**src/core/qec_pkg.sv**
```systemverilog
package qec_pkg;

  // ---------------------------------------------------------------
  // Register map (16-bit registers, address in bytes)
  // ---------------------------------------------------------------
  localparam int           ADDR_W          = 16;
  localparam int           DATA_W          = 16;
  localparam logic [15:0]  ADDR_CTRL       = 16'h0122;
  localparam logic [15:0]  ADDR_FILT       = 16'h0124;
  localparam logic [15:0]  ADDR_POS        = 16'h0126;
  localparam logic [15:0]  ADDR_MAX        = 16'h0128;
  localparam logic [15:0]  ADDR_STAT       = 16'h012A;

  // ---------------------------------------------------------------
  // Field positions
  // ---------------------------------------------------------------
  localparam int           CTRL_ERR        = 15;
  localparam int           CTRL_IDLE_STOP  = 13;
  localparam int           CTRL_IDX_STATE  = 12;
  localparam int           CTRL_DIR        = 11;
  localparam int           CTRL_MODE_LO    = 8;
  localparam int           CTRL_DIR_OE     = 6;
  localparam int           CTRL_IDX_RST    = 2;
  localparam int           CTRL_TIMER_DIRECTION_SOURCE      = 0;
  localparam int           FILT_COUNT_ERROR_IRQ_DISABLE       = 8;
  localparam int           FILT_OUT_EN     = 7;
  localparam int           FILT_CK_LO      = 4;
  localparam int           STAT_IRQ        = 0;

  // ---------------------------------------------------------------
  // Operating modes and reset values
  // ---------------------------------------------------------------
  localparam logic [2:0]   MODE_TIMER      = 3'h1;
  localparam logic [2:0]   MODE_X2_IDX     = 3'h4;
  localparam logic [2:0]   MODE_X2_MAX     = 3'h5;
  localparam logic [2:0]   MODE_X4_IDX     = 3'h6;
  localparam logic [2:0]   MODE_X4_MAX     = 3'h7;
  localparam logic [15:0]  MAXC_RST        = 16'hFFFF;
  localparam logic [15:0]  ERR_DOWN_VALUE  = 16'hFFFF;
  localparam int           DIV_W           = 7;

endpackage : qec_pkg

```
**src/core/qec_encoder_interface.sv**
```systemverilog
// Chosen here: the address-and-strobe port and the register offsets.
`timescale 1ns/10ps
// Notes on behaviour
// - A leading B counts forward
// - 16-bit counter steps one per pulse
// - Index modes flag count error on limit
// - Filter bit 8 suppresses error interrupt
// - After error keep counting, wrap silently
// - Error flag sticky until software clears
// - Index clears counter when index reset set
// - Index interrupt always, never on wrap
// - Direction status bit, pin when enabled
// - x2 modes count phase A edges only
// - x4 modes count both phase edges
// - Modes 100/110 index reset, 101/111 max
// - Filter output needs three equal samples
// - Filter clock divided by filter bits 6:4
// - Filters bypassed until output enable set
// - Timer mode counts phase A rising edges
// - Timer period match sets interrupt flag
// - Timer direction from phase B or bit
// - Mode change keeps count value
// - Timer clock sampled on system clock
// - Sleep halts counting and timer
// - Single sticky interrupt flag, software clears
// - Idle halts only when idle-stop set
module qec_encoder_interface
  import qec_pkg::*;
#(
  parameter int CNT_W = 16
)(
  input  wire logic                    sys_clk_i,
  input  wire logic                    nrst_i,
  input  wire logic [qec_pkg::ADDR_W-1:0] addr_i,
  input  wire logic [qec_pkg::DATA_W-1:0] wr_data_i,
  input  wire logic                    wr_i,
  input  wire logic                    rd_i,
  output logic      [qec_pkg::DATA_W-1:0] rd_data_o,
  input  wire logic                    phase_a_input_i,
  input  wire logic                    phase_b_input_i,
  input  wire logic                    index_input_i,
  input  wire logic                    cpu_sleep_i,
  input  wire logic                    cpu_idle_i,
  output logic                         count_direction_o,
  output logic                         count_direction_oe_n_o,
  output logic                         module_interrupt_flag_o
);
  import qec_pkg::*;

  // ---------------------------------------------------------------
  // State
  // ---------------------------------------------------------------
  typedef struct packed {
    logic [DIV_W-1:0] div_cnt;
    logic [1:0]       hist_a;
    logic [1:0]       hist_b;
    logic [1:0]       hist_i;
    logic             filt_a;
    logic             filt_b;
    logic             filt_i;
    logic             prev_a;
    logic             prev_b;
    logic             prev_i;
    logic [CNT_W-1:0] pos;
    logic [CNT_W-1:0] maxc;
    logic             err;
    logic             irq;
    logic             idle_stop;
    logic             dir;
    logic [2:0]       mode;
    logic             dir_oe;
    logic             idx_rst;
    logic             timer_direction_source;
    logic             count_error_irq_disable;
    logic             filt_out;
    logic [2:0]       ck_div;
    logic [DATA_W-1:0] rdata;
  } qec_state_t;

  qec_state_t q_ff;
  qec_state_t nxt_q;

  function automatic logic [DIV_W-1:0] qec_div_mask(input logic [2:0] sel);
    logic [DIV_W:0] one_hot;
    one_hot = (DIV_W+1)'(1) << sel;
    return DIV_W'(one_hot - (DIV_W+1)'(1));
  endfunction : qec_div_mask

  function automatic logic qec_is_idx_mode(input logic [2:0] m);
    return (m == MODE_X2_IDX) || (m == MODE_X4_IDX);
  endfunction : qec_is_idx_mode

  function automatic logic qec_is_max_mode(input logic [2:0] m);
    return (m == MODE_X2_MAX) || (m == MODE_X4_MAX);
  endfunction : qec_is_max_mode

  // ---------------------------------------------------------------
  // Input conditioning and edge decode
  // ---------------------------------------------------------------
  logic             run;
  logic             tick;
  logic             sel_a;
  logic             sel_b;
  logic             sel_i;
  logic             a_chg;
  logic             b_chg;
  logic             enc_pulse;
  logic             enc_up;
  logic             idx_evt;
  logic             tmr_pulse;
  logic             tmr_up;
  logic             wr_ctrl;
  logic             wr_filt;
  logic             wr_pos;
  logic             wr_max;
  logic             wr_stat;

  assign run   = !cpu_sleep_i && !(cpu_idle_i && q_ff.idle_stop);
  assign tick  = (q_ff.div_cnt & qec_div_mask(q_ff.ck_div)) == '0;
  assign sel_a = q_ff.filt_out ? q_ff.filt_a : phase_a_input_i;
  assign sel_b = q_ff.filt_out ? q_ff.filt_b : phase_b_input_i;
  assign sel_i = q_ff.filt_out ? q_ff.filt_i : index_input_i;
  // Simultaneous change of both phases is illegal and counted in neither x2 nor x4 mode
  assign a_chg = sel_a ^ q_ff.prev_a;
  assign b_chg = sel_b ^ q_ff.prev_b;
  assign enc_pulse = q_ff.mode[1] ? (a_chg ^ b_chg) : (a_chg && !b_chg);
  assign enc_up    = sel_a ^ q_ff.prev_b;
  // Index qualified with both phases low; relies on the encoder timing
  assign idx_evt   = sel_i && !q_ff.prev_i && !sel_a && !sel_b;
  assign tmr_pulse = sel_a && !q_ff.prev_a;
  assign tmr_up    = q_ff.timer_direction_source ? sel_b : q_ff.dir;

  assign wr_ctrl = wr_i && (addr_i == ADDR_CTRL);
  assign wr_filt = wr_i && (addr_i == ADDR_FILT);
  assign wr_pos  = wr_i && (addr_i == ADDR_POS);
  assign wr_max  = wr_i && (addr_i == ADDR_MAX);
  assign wr_stat = wr_i && (addr_i == ADDR_STAT);

  // ---------------------------------------------------------------
  // Next state
  // ---------------------------------------------------------------
  always_comb
  begin
    logic             err_set;
    logic             irq_set;
    logic [CNT_W-1:0] stepped;
    logic [DATA_W-1:0] rv;
    nxt_q   = q_ff;
    err_set = 1'b0;
    irq_set = 1'b0;
    stepped = q_ff.pos;
    rv      = '0;

    if (run)
    begin
      nxt_q.div_cnt = q_ff.div_cnt + DIV_W'(1);
      nxt_q.prev_a  = sel_a;
      nxt_q.prev_b  = sel_b;
      nxt_q.prev_i  = sel_i;
      if (tick)
      begin
        // Three samples: two held plus the present one
        nxt_q.hist_a = {q_ff.hist_a[0], phase_a_input_i};
        nxt_q.hist_b = {q_ff.hist_b[0], phase_b_input_i};
        nxt_q.hist_i = {q_ff.hist_i[0], index_input_i};
        if (q_ff.hist_a == {2{phase_a_input_i}})
          nxt_q.filt_a = phase_a_input_i;
        if (q_ff.hist_b == {2{phase_b_input_i}})
          nxt_q.filt_b = phase_b_input_i;
        if (q_ff.hist_i == {2{index_input_i}})
          nxt_q.filt_i = index_input_i;
      end

      if (q_ff.mode == MODE_TIMER)
      begin
        if (tmr_pulse)
        begin
          if (tmr_up)
          begin
            if (q_ff.pos == q_ff.maxc)
            begin
              nxt_q.pos = '0;
              irq_set   = 1'b1;
            end
            else
              nxt_q.pos = q_ff.pos + CNT_W'(1);
          end
          else if (q_ff.pos == '0)
          begin
            nxt_q.pos = q_ff.maxc;
            irq_set   = 1'b1;
          end
          else
            nxt_q.pos = q_ff.pos - CNT_W'(1);
        end
      end
      else if (qec_is_idx_mode(q_ff.mode))
      begin
        if (enc_pulse)
        begin
          nxt_q.dir = enc_up;
          stepped   = enc_up ? q_ff.pos + CNT_W'(1) : q_ff.pos - CNT_W'(1);
          nxt_q.pos = stepped;
          if (stepped == (enc_up ? q_ff.maxc + CNT_W'(1) : ERR_DOWN_VALUE))
          begin
            err_set = 1'b1;
            irq_set = !q_ff.count_error_irq_disable;
          end
        end
        if (idx_evt)
        begin
          irq_set = 1'b1;
          if (q_ff.idx_rst)
            nxt_q.pos = '0;
        end
      end
      else if (qec_is_max_mode(q_ff.mode))
      begin
        if (enc_pulse)
        begin
          nxt_q.dir = enc_up;
          if (enc_up && (q_ff.pos == q_ff.maxc))
          begin
            nxt_q.pos = '0;
            irq_set   = 1'b1;
          end
          else if (!enc_up && (q_ff.pos == '0))
          begin
            nxt_q.pos = q_ff.maxc;
            irq_set   = 1'b1;
          end
          else
            nxt_q.pos = enc_up ? q_ff.pos + CNT_W'(1) : q_ff.pos - CNT_W'(1);
        end
      end
    end

    // Software writes win over counting; mode writes leave the count alone
    if (wr_ctrl)
    begin
      nxt_q.err       = wr_data_i[CTRL_ERR];
      nxt_q.idle_stop = wr_data_i[CTRL_IDLE_STOP];
      nxt_q.mode      = wr_data_i[CTRL_MODE_LO +: 3];
      nxt_q.dir_oe    = wr_data_i[CTRL_DIR_OE];
      nxt_q.idx_rst   = wr_data_i[CTRL_IDX_RST];
      nxt_q.timer_direction_source     = wr_data_i[CTRL_TIMER_DIRECTION_SOURCE];
      if (q_ff.mode == MODE_TIMER)
        nxt_q.dir = wr_data_i[CTRL_DIR];
    end
    if (wr_filt)
    begin
      nxt_q.count_error_irq_disable     = wr_data_i[FILT_COUNT_ERROR_IRQ_DISABLE];
      nxt_q.filt_out = wr_data_i[FILT_OUT_EN];
      nxt_q.ck_div   = wr_data_i[FILT_CK_LO +: 3];
    end
    if (wr_pos)
      nxt_q.pos = CNT_W'(wr_data_i);
    if (wr_max)
      nxt_q.maxc = CNT_W'(wr_data_i);
    if (wr_stat && wr_data_i[STAT_IRQ])
      nxt_q.irq = 1'b0;
    // Hardware set beats a clear in the same cycle
    nxt_q.err = nxt_q.err || err_set;
    nxt_q.irq = nxt_q.irq || irq_set;

    rv = '0;
    if (rd_i)
    begin
      unique case (addr_i)
        ADDR_CTRL:
        begin
          rv[CTRL_ERR]            = q_ff.err;
          rv[CTRL_IDLE_STOP]      = q_ff.idle_stop;
          rv[CTRL_IDX_STATE]      = sel_i;
          rv[CTRL_DIR]            = q_ff.dir;
          rv[CTRL_MODE_LO +: 3]   = q_ff.mode;
          rv[CTRL_DIR_OE]         = q_ff.dir_oe;
          rv[CTRL_IDX_RST]        = q_ff.idx_rst;
          rv[CTRL_TIMER_DIRECTION_SOURCE]          = q_ff.timer_direction_source;
        end
        ADDR_FILT:
        begin
          rv[FILT_COUNT_ERROR_IRQ_DISABLE]           = q_ff.count_error_irq_disable;
          rv[FILT_OUT_EN]         = q_ff.filt_out;
          rv[FILT_CK_LO +: 3]     = q_ff.ck_div;
        end
        ADDR_POS:  rv = DATA_W'(q_ff.pos);
        ADDR_MAX:  rv = DATA_W'(q_ff.maxc);
        ADDR_STAT: rv[STAT_IRQ]  = q_ff.irq;
        default:   rv = '0;
      endcase
    end
    nxt_q.rdata = rv;
  end

  always_ff @(posedge sys_clk_i)
  begin
    if (!nrst_i)
    begin
      q_ff      <= '0;
      q_ff.maxc <= CNT_W'(MAXC_RST);
    end
    else
      q_ff <= nxt_q;
  end

  assign rd_data_o               = q_ff.rdata;
  assign count_direction_o       = q_ff.dir;
  assign count_direction_oe_n_o  = !q_ff.dir_oe;
  assign module_interrupt_flag_o = q_ff.irq;

  logic no_sw;
  assign no_sw = !wr_pos && !wr_ctrl;
endmodule : qec_encoder_interface

```
**config.mk**
```make
export PLATFORM = sky130hd
export DESIGN_NAME = qec_encoder_interface
export DESIGN_NICKNAME = d
export VERILOG_FILES = /design/src/core/qec_pkg.sv /design/src/core/qec_encoder_interface.sv
export SDC_FILE = /design/constraint.sdc
export NUM_CORES = 1
export LEC_CHECK = 0
export ABC_AREA = 1
export BUFFER_PORTS_ARGS = -buffer_cell sky130_fd_sc_hd__buf_2
export CAP_MARGIN = 20
export CORE_MARGIN = 8
export CORE_UTILIZATION = 60
export CTS_BUF_LIST = sky130_fd_sc_hd__clkbuf_4 sky130_fd_sc_hd__clkbuf_8 sky130_fd_sc_hd__clkbuf_16
export CTS_CLUSTER_SIZE = 16
export DETAILED_ROUTE_END_ITERATION = 6
export PLACE_DENSITY = 0.8
export SLEW_MARGIN = 20
export SYNTH_ARGS = -nofsm -noshare
export SYNTH_HDL_FRONTEND = slang
export SYNTH_SLANG_ARGS = --single-unit
export TNS_END_PERCENT = 1
```
**constraint.sdc**
```tcl
create_clock -name sys_clk_i -period 2.9 [get_ports sys_clk_i]
set_input_delay 0.145 -clock sys_clk_i [delete_from_list [all_inputs] [get_ports sys_clk_i]]
set_output_delay 0.145 -clock sys_clk_i [all_outputs]
set_load 0.01 [all_outputs]
```
==> metrics, run 1 <==
status=finished, final reports clean; full die area=between 15000 and 20000 um^2; num rows=39; final setup fails=0; power density over cell area=about 350 nW/um^2; wire length of the first global-routing pass=roughly 42 mm; chip height=about 120 um; R2R depth=12; critical path depth=12; hold_sp=phase_b_input_i; Placed Instances=about 1300; largest net degree at the start of global routing=33; FMAX=approximately 0.38 GHz; WHS Path Cells=3; most frequent cells after synthesis=nand2_1 (264), inv_1 (137), nand3_1 (110); cts bufs inserted=9; Crit path arrival time=2.93 ns; Hold-fix buffers, CTS=0; synth top area cells=dfxtp_1 (23%), nand2_1 (14%), nand3_1 (7.8%); CP bufs+invs=3; Synth Area per Inst=about 6 um^2; Setup Total Neg Slack=0 ns; vias=8699; crit-path cells=inv_4 -> ha_2 -> inv_1 -> nor4_1 -> nand2_1 -> nor2_4 -> inv_2 -> nand2_1 -> o21ai_1 -> o221ai_1 -> nand3_1 -> a21oi_1; num ports=60; post-layout min period=2.65 ns; Setup CP Type=flip-flop to flip-flop; Area growth syn-to-layout=10.0%; global placer's final weighted congestion=between 1 and 1.5; final wirelength=between 20 and 30 mm; Post-Route Skew=approximately 0.0081 ns; Antenna diodes=0; Slew HR=0.548; Port Buf Inserts=between 50 and 60; via count of the first global-routing pass=just under 8000; Final period util=0.912; count leader, synth=nand2_1; CP required=roughly 3.2 ns; RSZ-0062 raised after global routing=false; hpwl dp=slightly below 20 mm; CTS Buffer Depth=2; Fill cells=roughly 1100; synth warn=0; total gr overflow=0; RR Endpoint=q_ff[54]; crit path launch type=flip-flop; Die W=124 um; fraction of registers with async set or reset after synthesis=0; Worst VDD drop=just over 0.0007 V; sequential share of the synthesized area=0.233; Final nets=roughly 1200; worst r2r src=q_ff[47]; Synth Cell Area=7050 um^2; drt first pass iters=6; H-tree depth=3; Final Hold Vio Count=0; Slew Limit Fails=0; CP peak stage delay=between 0.4 and 0.5 ns; R2R setup slack=between 0.2 and 0.3 ns; Pleak=about 0.0038 uW; clk root buf=clkbuf_16; DRT iter0 DRCs=approximately 1600; gr usage total=0.333; # clock sinks=between 80 and 90; CP max stage cell=dfxtp_1; post-synth cell types=53; HP Class=primary input to flip-flop; Skew-Pair Late Insertion Delay=about 0.35 ns; cell repeated most along the worst path=nand2_1; Primary FF master, synth=dfxtp_1; # DRC=0; area leader, netlist=dfxtp_1; share of layout cells above drive strength 1=0.141; Post-Syn Nets=between 1000 and 1500; Final Instance Count excl. Fillers=1345; cell count after synthesis=1157; Hold Path End=q_ff[67]; wire per inst=19.8 um; delay-heaviest family, CP=simple AND/OR/NAND/NOR gates; CTS tree=yes; CP max FO=11; # Max-Cap Violations=0; via/cell ratio=6.47; Clock Pin Slew Worst Setup and Hold Paths=0.06 ns; worst-margin pin slew=0.672 ns; Synth Register Bits=82; Initial Util=0.615; CP endpoint kind=flip-flop; Synth top area share=0.233; Post-synth EDFFs=0; initial antenna violation count=0; Core Area=11500 um^2; Final ANT Viol Nets=0
logic make-up (layout without fill, tap and decap cells):
family / count (synthesis) / in the layout / share of synthesized area
XOR/XNOR: 19 / 19 / 0.0236
flip-flops: 82 / 82 / 0.233
AO/OA/AOI/OAI: 262 / 262 / 0.219
AND/OR/NAND/NOR: 562 / 562 / 0.366
adder cells (fa/ha/maj): 8 / 8 / 0.0142
buffers and inverters: 224 / 269 / 0.144
how the worst max path moves through the flow:
stage                        start                 endpoint  slack, ns
final                     q_ff[47]                 q_ff[54]       0.25
after global routing      q_ff[19]  module_interrupt_flag_o       0.02
after detailed placement  q_ff[19]  module_interrupt_flag_o       0.24
after CTS                 q_ff[19]                 q_ff[54]       0.20
after global placement    q_ff[19]  module_interrupt_flag_o       0.33
after floorplan           q_ff[19]                 q_ff[59]       0.53
per-layer routing:
layer	share of wire	up-vias	GRT usage
met1	0.37	3869	0.418
li1	-	3954	-
met2	0.42	695	0.491
met4	0.070	0	0.206
met3	0.14	181	0.0983
met5	0	-	0
metrics by stage:
stage | cell area, um^2 | hold WS [ns] | power (uW) | util | setup slack, ns
after CTS | 7720 | 0.0906 | 2660 | 0.673 | 0.200
after global routing | 7760 | 0.113 | 2750 | 0.677 | 0.0163
after detailed placement | 7420 | 0.439 | 1520 | 0.647 | 0.235
final | 7760 | 0.0923 | 2690 | 0.677 | 0.255
after global placement | 7420 | 0.436 | 1510 | 0.647 | 0.328
after floorplan | 7050 | 0.293 | 1390 | - | 0.531
state kept, by name, indices dropped and copies added, names as in the netlist:
register	count
q_ff	64
rd_data_o	16
count_direction_o	1
module_interrupt_flag_o	1
cells in the final DEF, fill, tap and decap left out, drive strengths merged, types with 8 or more instances in the layout:
master  instances
nand2         274
inv           148
nand3         113
nor2          110
buf           103
o21ai          84
dfxtp          82
a21oi          80
o211ai         35
o22ai          24
nand4          24
nor3           20
xor2           13
o221ai         13
clkbuf         11
a31oi          10
ha              8
nor4            8
where the power goes:
group | switching (uW) | internal [uW] | total (uW)
Combinational | 245 | 121 | 366
Clock | 479 | 697 | 1180
Sequential | 7.94 | 1140 | 1140
Total | 732 | 1950 | 2690
cell type report:
type | instances | area (um^2) | area share
Clock inverter | 4 | 51.3 | 0.00661
Inverter | 151 | 569 | 0.0734
Timing Repair Buffer | 103 | 651 | 0.0839
Multi-Input combinational cell | 851 | 4420 | 0.570
Sequential cell | 82 | 1640 | 0.212
Clock buffer | 11 | 246 | 0.0318
Tap cell | 143 | 179 | 0.0231
repair_timing:
item,4_1_cts,5_1_grt
gates resized for setup,0,5
setup endpoints to repair,0,16
setup buffers,0,1
worst reg2reg max path: stages (launching register included):
cell,delay (ns)
dfxtp_1,0.43
inv_4,0.23
ha_2,0.28
inv_1,0.08
nor4_1,0.29
nand2_1,0.16
nor2_4,0.24
inv_2,0.16
nand2_1,0.09
o21ai_1,0.07
o221ai_1,0.18
nand3_1,0.19
a21oi_1,0.18
Note: power is estimated with default switching activity, not from simulation.
==> run 2, diff against run 1 <==
--- a/config.mk
+++ b/config.mk
@@ -6,8 +6,9 @@
 export NUM_CORES = 1
 export LEC_CHECK = 0
 export ABC_AREA = 1
-export BUFFER_PORTS_ARGS = -buffer_cell sky130_fd_sc_hd__buf_2
+export BUFFER_PORTS_ARGS = -buffer_cell sky130_fd_sc_hd__buf_4
 export CAP_MARGIN = 20
+export CORE_ASPECT_RATIO = 0.6
 export CORE_MARGIN = 8
 export CORE_UTILIZATION = 60
 export CTS_BUF_LIST = sky130_fd_sc_hd__clkbuf_4 sky130_fd_sc_hd__clkbuf_8 sky130_fd_sc_hd__clkbuf_16
==> run 2 against run 1 <==
Net effect:
- worst setup slack worse by 0.19 ns
- the run now ends with design-rule violations left
- critical path depth did not move
- fmax fell by 6.7%
- worst hold slack got worse by 0.0055 ns
- cell area is 3.5% higher
- total power is 5.5% higher
- via count decreased by 0.37%
- sequential cell count unchanged
- die area rose by 0.73%
==> metrics, run 2 (synthesis results as in run 1) <==
CTS Buffer Depth=2; max reg flops=64; via count of the first global-routing pass=between 7000 and 8000; power density over cell area=~350 nW/um^2; CP endpoint kind=flip-flop; Final ANT Viol Nets=0; RSZ-0062 raised after global routing=true; share of layout cells above drive strength 1=0.150; Fill cells=about 1100; Setup CP Type=flip-flop to flip-flop; chip height=~100 um; Antenna diodes=0; DRT iter0 DRCs=1234; gr usage total=0.340; drt first pass iters=7; Area growth syn-to-layout=13.9%; final setup fails=0; wire length of the first global-routing pass=41.6 mm; wire per inst=roughly 20 um; Worst VDD drop=between 0.0003 and 0.0004 V; H-tree depth=3; global placer's final weighted congestion=about 1.1; crit path launch type=flip-flop; failing checks=design-rule violations; # DRC=16; via/cell ratio=between 6 and 7; # Max-Cap Violations=0; largest net degree at the start of global routing=40; CP max FO=6; Die W=~160 um; Pleak=between 0.003 and 0.004 uW; final wirelength=27.3 mm; Final Hold Vio Count=0; clk root buf=clkbuf_16; total gr overflow=0; cts bufs inserted=9; Final nets=around 1300; initial antenna violation count=0; CP required=just over 3 ns; Slew HR=0.272; full die area=roughly 16000 um^2; design area=8030 um^2; CTS tree=yes; dpl cell area=between 7000 and 8000 um^2; status=complete, but fails checks; Post-Route Skew=around 0.0051 ns; Initial Util=0.620; FMAX=approximately 0.35 GHz; worst-margin pin slew=roughly 1.1 ns; Reg with most FFs=q_ff; commonest non-fill, non-tap cells in the layout=nand2_1 (264), inv_1 (136), nand3_1 (110); Clock Pin Slew Worst Setup and Hold Paths=approximately 0.07 ns; post-layout min period=around 2.8 ns; # clock sinks=82; Slew Limit Fails=0; Final period util=0.977; most common cell after layout, fill and taps aside=nand2_1; vias=a little under 9000; Skew-Pair Late Insertion Delay=approximately 0.35 ns; Core Area=11400 um^2; hpwl dp=21.0 mm; total design power=2830 uW; num rows=30; Crit path arrival time=~3.0 ns; Port Buf Inserts=59; HP Class=primary input to flip-flop; num ports=60
[run 2: layout make-up]
cell class                 instances  area, um^2  share of cell area
multi-input combinational        851        4420               0.551
sequential                        82        1650               0.205
timing repair buffer             110         851               0.106
inverter                         151         572              0.0712
clock buffer                      11         253              0.0315
tap                              160         200              0.0249
clock inverter                     5        85.1              0.0106
[run 2: critical path, cell delays in order, from the launching register on]
cell and delay (ns):
dfxtp_1 0.41, inv_1 0.12, buf_4 0.12, ha_1 0.27, nand4_1 0.27, nor4_2 0.63, buf_4 0.27, buf_4 0.12
nand2_1 0.05, o211ai_1 0.08, a31oi_1 0.12, a21oi_1 0.17, nor2_1 0.05
[run 2: what timing repair did]
action	CTS	global route
hold buffers	0	0
hold endpoints to repair	0	0
setup endpoints to repair	0	15
setup buffers	0	2
resized for setup	0	10
[run 2: through the flow]
step	std cells	hold WS, ns	setup TNS [ns]	util	setup slack, ns
detailed placement	1352	0.443	0	0.672	0.188
finish	1370	0.0868	0	0.706	0.0656
CTS	1368	0.0855	0	0.702	0.153
floorplan	1157	0.293	0	-	0.531
global placement	1352	0.437	0	0.672	0.315
global route	1370	0.106	-0.0331	0.706	-0.0331
[run 2: worst paths after layout]
| kind | depth (start not counted) | slack (ns) | to | startpoint |
|---|---|---|---|---|
| min reg2reg | 2 | 0.47 | q_ff[81] | q_ff[81] |
| max reg2reg | 12 | 0.07 | q_ff[53] | q_ff[48] |
| max | 12 | 0.07 | q_ff[53] | q_ff[48] |
| min | 3 | 0.09 | q_ff[69] | index_input_i |
[run 2: metal layers]
layer	GRT usage	up-vias	part of all wire
met3	0.146	92	0.19
met2	0.452	774	0.38
li1	-	3965	-
met5	0	-	0
met4	0.110	0	0.025
met1	0.474	3836	0.41
[run 2: report_power, final]
part / internal, uW / switching (uW) / leakage (uW)
Sequential: 1140 / 7.97 / 0.000665
Combinational: 136 / 252 / 0.00301
Clock: 806 / 496 / 0.000162
Total: 2080 / 756 / 0.00383
==> run 3, diff against run 2 <==
--- a/config.mk
+++ b/config.mk
@@ -5,10 +5,8 @@
 export SDC_FILE = /design/constraint.sdc
 export NUM_CORES = 1
 export LEC_CHECK = 0
-export ABC_AREA = 1
 export BUFFER_PORTS_ARGS = -buffer_cell sky130_fd_sc_hd__buf_4
 export CAP_MARGIN = 20
-export CORE_ASPECT_RATIO = 0.6
 export CORE_MARGIN = 8
 export CORE_UTILIZATION = 60
 export CTS_BUF_LIST = sky130_fd_sc_hd__clkbuf_4 sky130_fd_sc_hd__clkbuf_8 sky130_fd_sc_hd__clkbuf_16
==> run 3 against run 2 <==
Net effect:
- sequential cell count unchanged
- critical endpoint unchanged
- global-route usage increased by 1.9 points
- core utilization increased by 5.0 points
- worst setup slack got worse by 0.039 ns
- the run now ends clean
- count of clock-buffer cells in the layout decreased by 1
- critical path type unchanged
- cell area increased by 2.1%
- die area decreased by 5.6%
- total power decreased by 3.4%
- wire length decreased by 0.97%
- synthesized area decreased by 5.7%
==> metrics, run 3 <==
Initial Util=0.613; Clock Pin Slew Worst Setup and Hold Paths=approximately 0.090 ns; gr usage total=0.359; final wirelength=about 27 mm; DRT iter0 DRCs=roughly 1200; Clk pwr share=0.420; FMAX=~0.35 GHz; HP Class=primary input to flip-flop; Post-synth EDFFs=0; crit path launch type=flip-flop; commonest non-fill, non-tap cells in the layout=buf_4 (180), nand2_1 (101), dfxtp_1 (79); Crit path arrival time=3.11 ns; total design power=2740 uW; Area growth syn-to-layout=23.2%; Slew Limit Fails=0; post-synth cell types=74; Post-Route Skew=roughly 0.008 ns; worst hold margin=between 0.006 and 0.007 ns; Slew HR=0.426; Placed Instances=between 1000 and 1500; Setup Total Neg Slack=0 ns; Int Pwr=~2000 uW; Fill cells=between 800 and 900; wire per inst=23.8 um; Final ANT Viol Nets=0; via/cell ratio=6.92; Antenna diodes=0; most frequent cells after synthesis=nand2_1 (101), dfxtp_1 (82), nor2_1 (71); final setup fails=0; CTS Buffer Depth=2; chip height=about 120 um; status=finished, final reports clean; via count of the first global-routing pass=between 7000 and 8000; CP max FO=6; initial antenna violation count=0; global placer's final weighted congestion=roughly 1; Synth top area share=0.247; crit-path cells=inv_2 -> ha_2 -> or3b_4 -> buf_4 -> o31a_1 -> nor2_1 -> o21ai_0 -> a221oi_1 -> nor2_1 -> a22oi_1 -> a21oi_2; Synth Area per Inst=about 7.5 um^2; drt first pass iters=6; Reg power frac=0.418; count leader, synth=nand2_1; synth top area cells=dfxtp_1 (25%), xnor2_1 (5.8%), nand2_1 (5.7%); worst-margin pin slew=approximately 0.86 ns; # clock sinks=between 80 and 90; CP endpoint kind=flip-flop; dpl cell area=7740 um^2; switching share of power=0.264; wire length of the first global-routing pass=about 41 mm; hpwl dp=19.8 mm; Comb pwr share=0.162; RSZ-0062 raised after global routing=true; Worst VDD drop=around 0.00043 V; Port Buf Inserts=slightly below 60; Final nets=~1000; cts bufs inserted=9; Setup CP Type=flip-flop to flip-flop; Final Hold Vio Count=0; Sw Pwr=~720 uW; Pleak=0.00332 uW; post-layout min period=about 2.9 ns; CP required=3.13 ns; CP max stage cell=or3b_4; # DRC=0; Post-Syn Nets=about 940; power density over cell area=around 330 nW/um^2; Reg with most FFs=q_ff; Final Instance Count excl. Fillers=between 1000 and 1500; Skew-Pair Late Insertion Delay=between 0.3 and 0.4 ns; num rows=38; Core Area=10800 um^2; share of layout cells above drive strength 1=0.241; vias=approximately 8000; fraction of registers with async set or reset after synthesis=0; Synth Register Bits=between 80 and 90; most common cell after layout, fill and taps aside=buf_4; Primary FF master, synth=dfxtp_1; synth warn=0; area leader, netlist=dfxtp_1; design area=between 8000 and 9000 um^2; sequential share of the synthesized area=0.247; # Max-Cap Violations=0; CTS tree=yes; Die W=~120 um; max reg flops=64; num ports=60; total gr overflow=0; H-tree depth=3; clk root buf=clkbuf_8; Final period util=0.991; CP peak stage delay=around 0.44 ns; Synth Cell Area=between 6000 and 7000 um^2; cell count after synthesis=just under 900; largest net degree at the start of global routing=36; cell repeated most along the worst path=nor2_1; full die area=~15000 um^2
-- run 3: cell types whose count changed after synthesis, moves of 23 or more --
cell / previous run / this run
inv_1: 137 / 13
mux2i_1: 0 / 34
nand2_1: 264 / 101
o211ai_1: 35 / 9
o21ai_0: 73 / 50
nor2_1: 97 / 71
xor2_1: 13 / 37
nand3_1: 110 / 49
clkbuf_1: 16 / 66
xnor2_1: 6 / 44
-- run 3: path summary, 6_finish.rpt --
path                     start       end  slack, ns  depth (start not counted)
setup / recovery      q_ff[47]  q_ff[53]       0.03                         11
setup reg to reg      q_ff[47]  q_ff[53]       0.03                         11
hold / removal    wr_data_i[1]  q_ff[32]      0.007                          3
hold reg to reg       q_ff[23]  q_ff[23]       0.50                          2
-- run 3: logic make-up (layout without fill, tap and decap cells) --
kind of cell | count (synthesis) | count (layout) | synth area share
and+or+nand+nor | 351 | 351 | 0.269
AOI/OAI and AO/OA | 206 | 206 | 0.203
buffers and inverters | 115 | 223 | 0.0781
xor gates and xnor gates | 87 | 87 | 0.124
DFF | 82 | 82 | 0.247
muxes | 40 | 40 | 0.0634
adders and majority gates | 8 | 8 | 0.0151
-- run 3: power groups by stage --
stage	Clock, uW	Sequential, uW	Combinational (uW)
after floorplan	0	1170	238
after global placement	0	1170	397
after detailed placement	0	1170	407
after CTS	1150	1140	423
after global routing	1190	1150	468
final	1150	1140	443
-- run 3: area by class of cell --
| type | count | area (um^2) | area share |
|---|---|---|---|
| flip-flops and latches | 82 | 1650 | 0.201 |
| clock buffers | 10 | 131 | 0.0160 |
| well taps | 140 | 175 | 0.0214 |
| clock inverters | 6 | 138 | 0.0168 |
| inverters | 15 | 56.3 | 0.00687 |
| multi-input cells | 692 | 4570 | 0.557 |
| repair buffers | 192 | 1480 | 0.181 |
-- run 3: through the flow --
stage               utilization  worst slack, ns
floorplan                     -           0.0382
global placement          0.714           0.0181
detailed placement        0.714          -0.0536
CTS                       0.750           0.0101
global route              0.756          -0.0964
finish                    0.756           0.0262
-- run 3: metal layers --
metal,GRT usage,vias to the layer above,share of wire
met1,0.433,3663,0.37
met3,0.0931,170,0.12
met2,0.559,632,0.44
li1,-,3399,-
met5,0,-,0
met4,0.221,0,0.061
-- run 3: worst max-delay path, delay by kind of cell (launching register included) --
family / cells / cell delay, ns
AO/OA/AOI/OAI: 5 / 1.11
AND/OR/NAND/NOR: 3 / 0.80
buffers and inverters: 2 / 0.26
adder cells (fa/ha/maj): 1 / 0.17
flip-flops: 1 / 0.39
-- run 3: what timing repair did --
item	CTS	global route
setup endpoints to repair	12	15
setup buffers	0	2
cloned	0	0
hold endpoints to repair	10	0
gates resized for setup	3	12
hold buffers	10	0
pin swaps	0	3
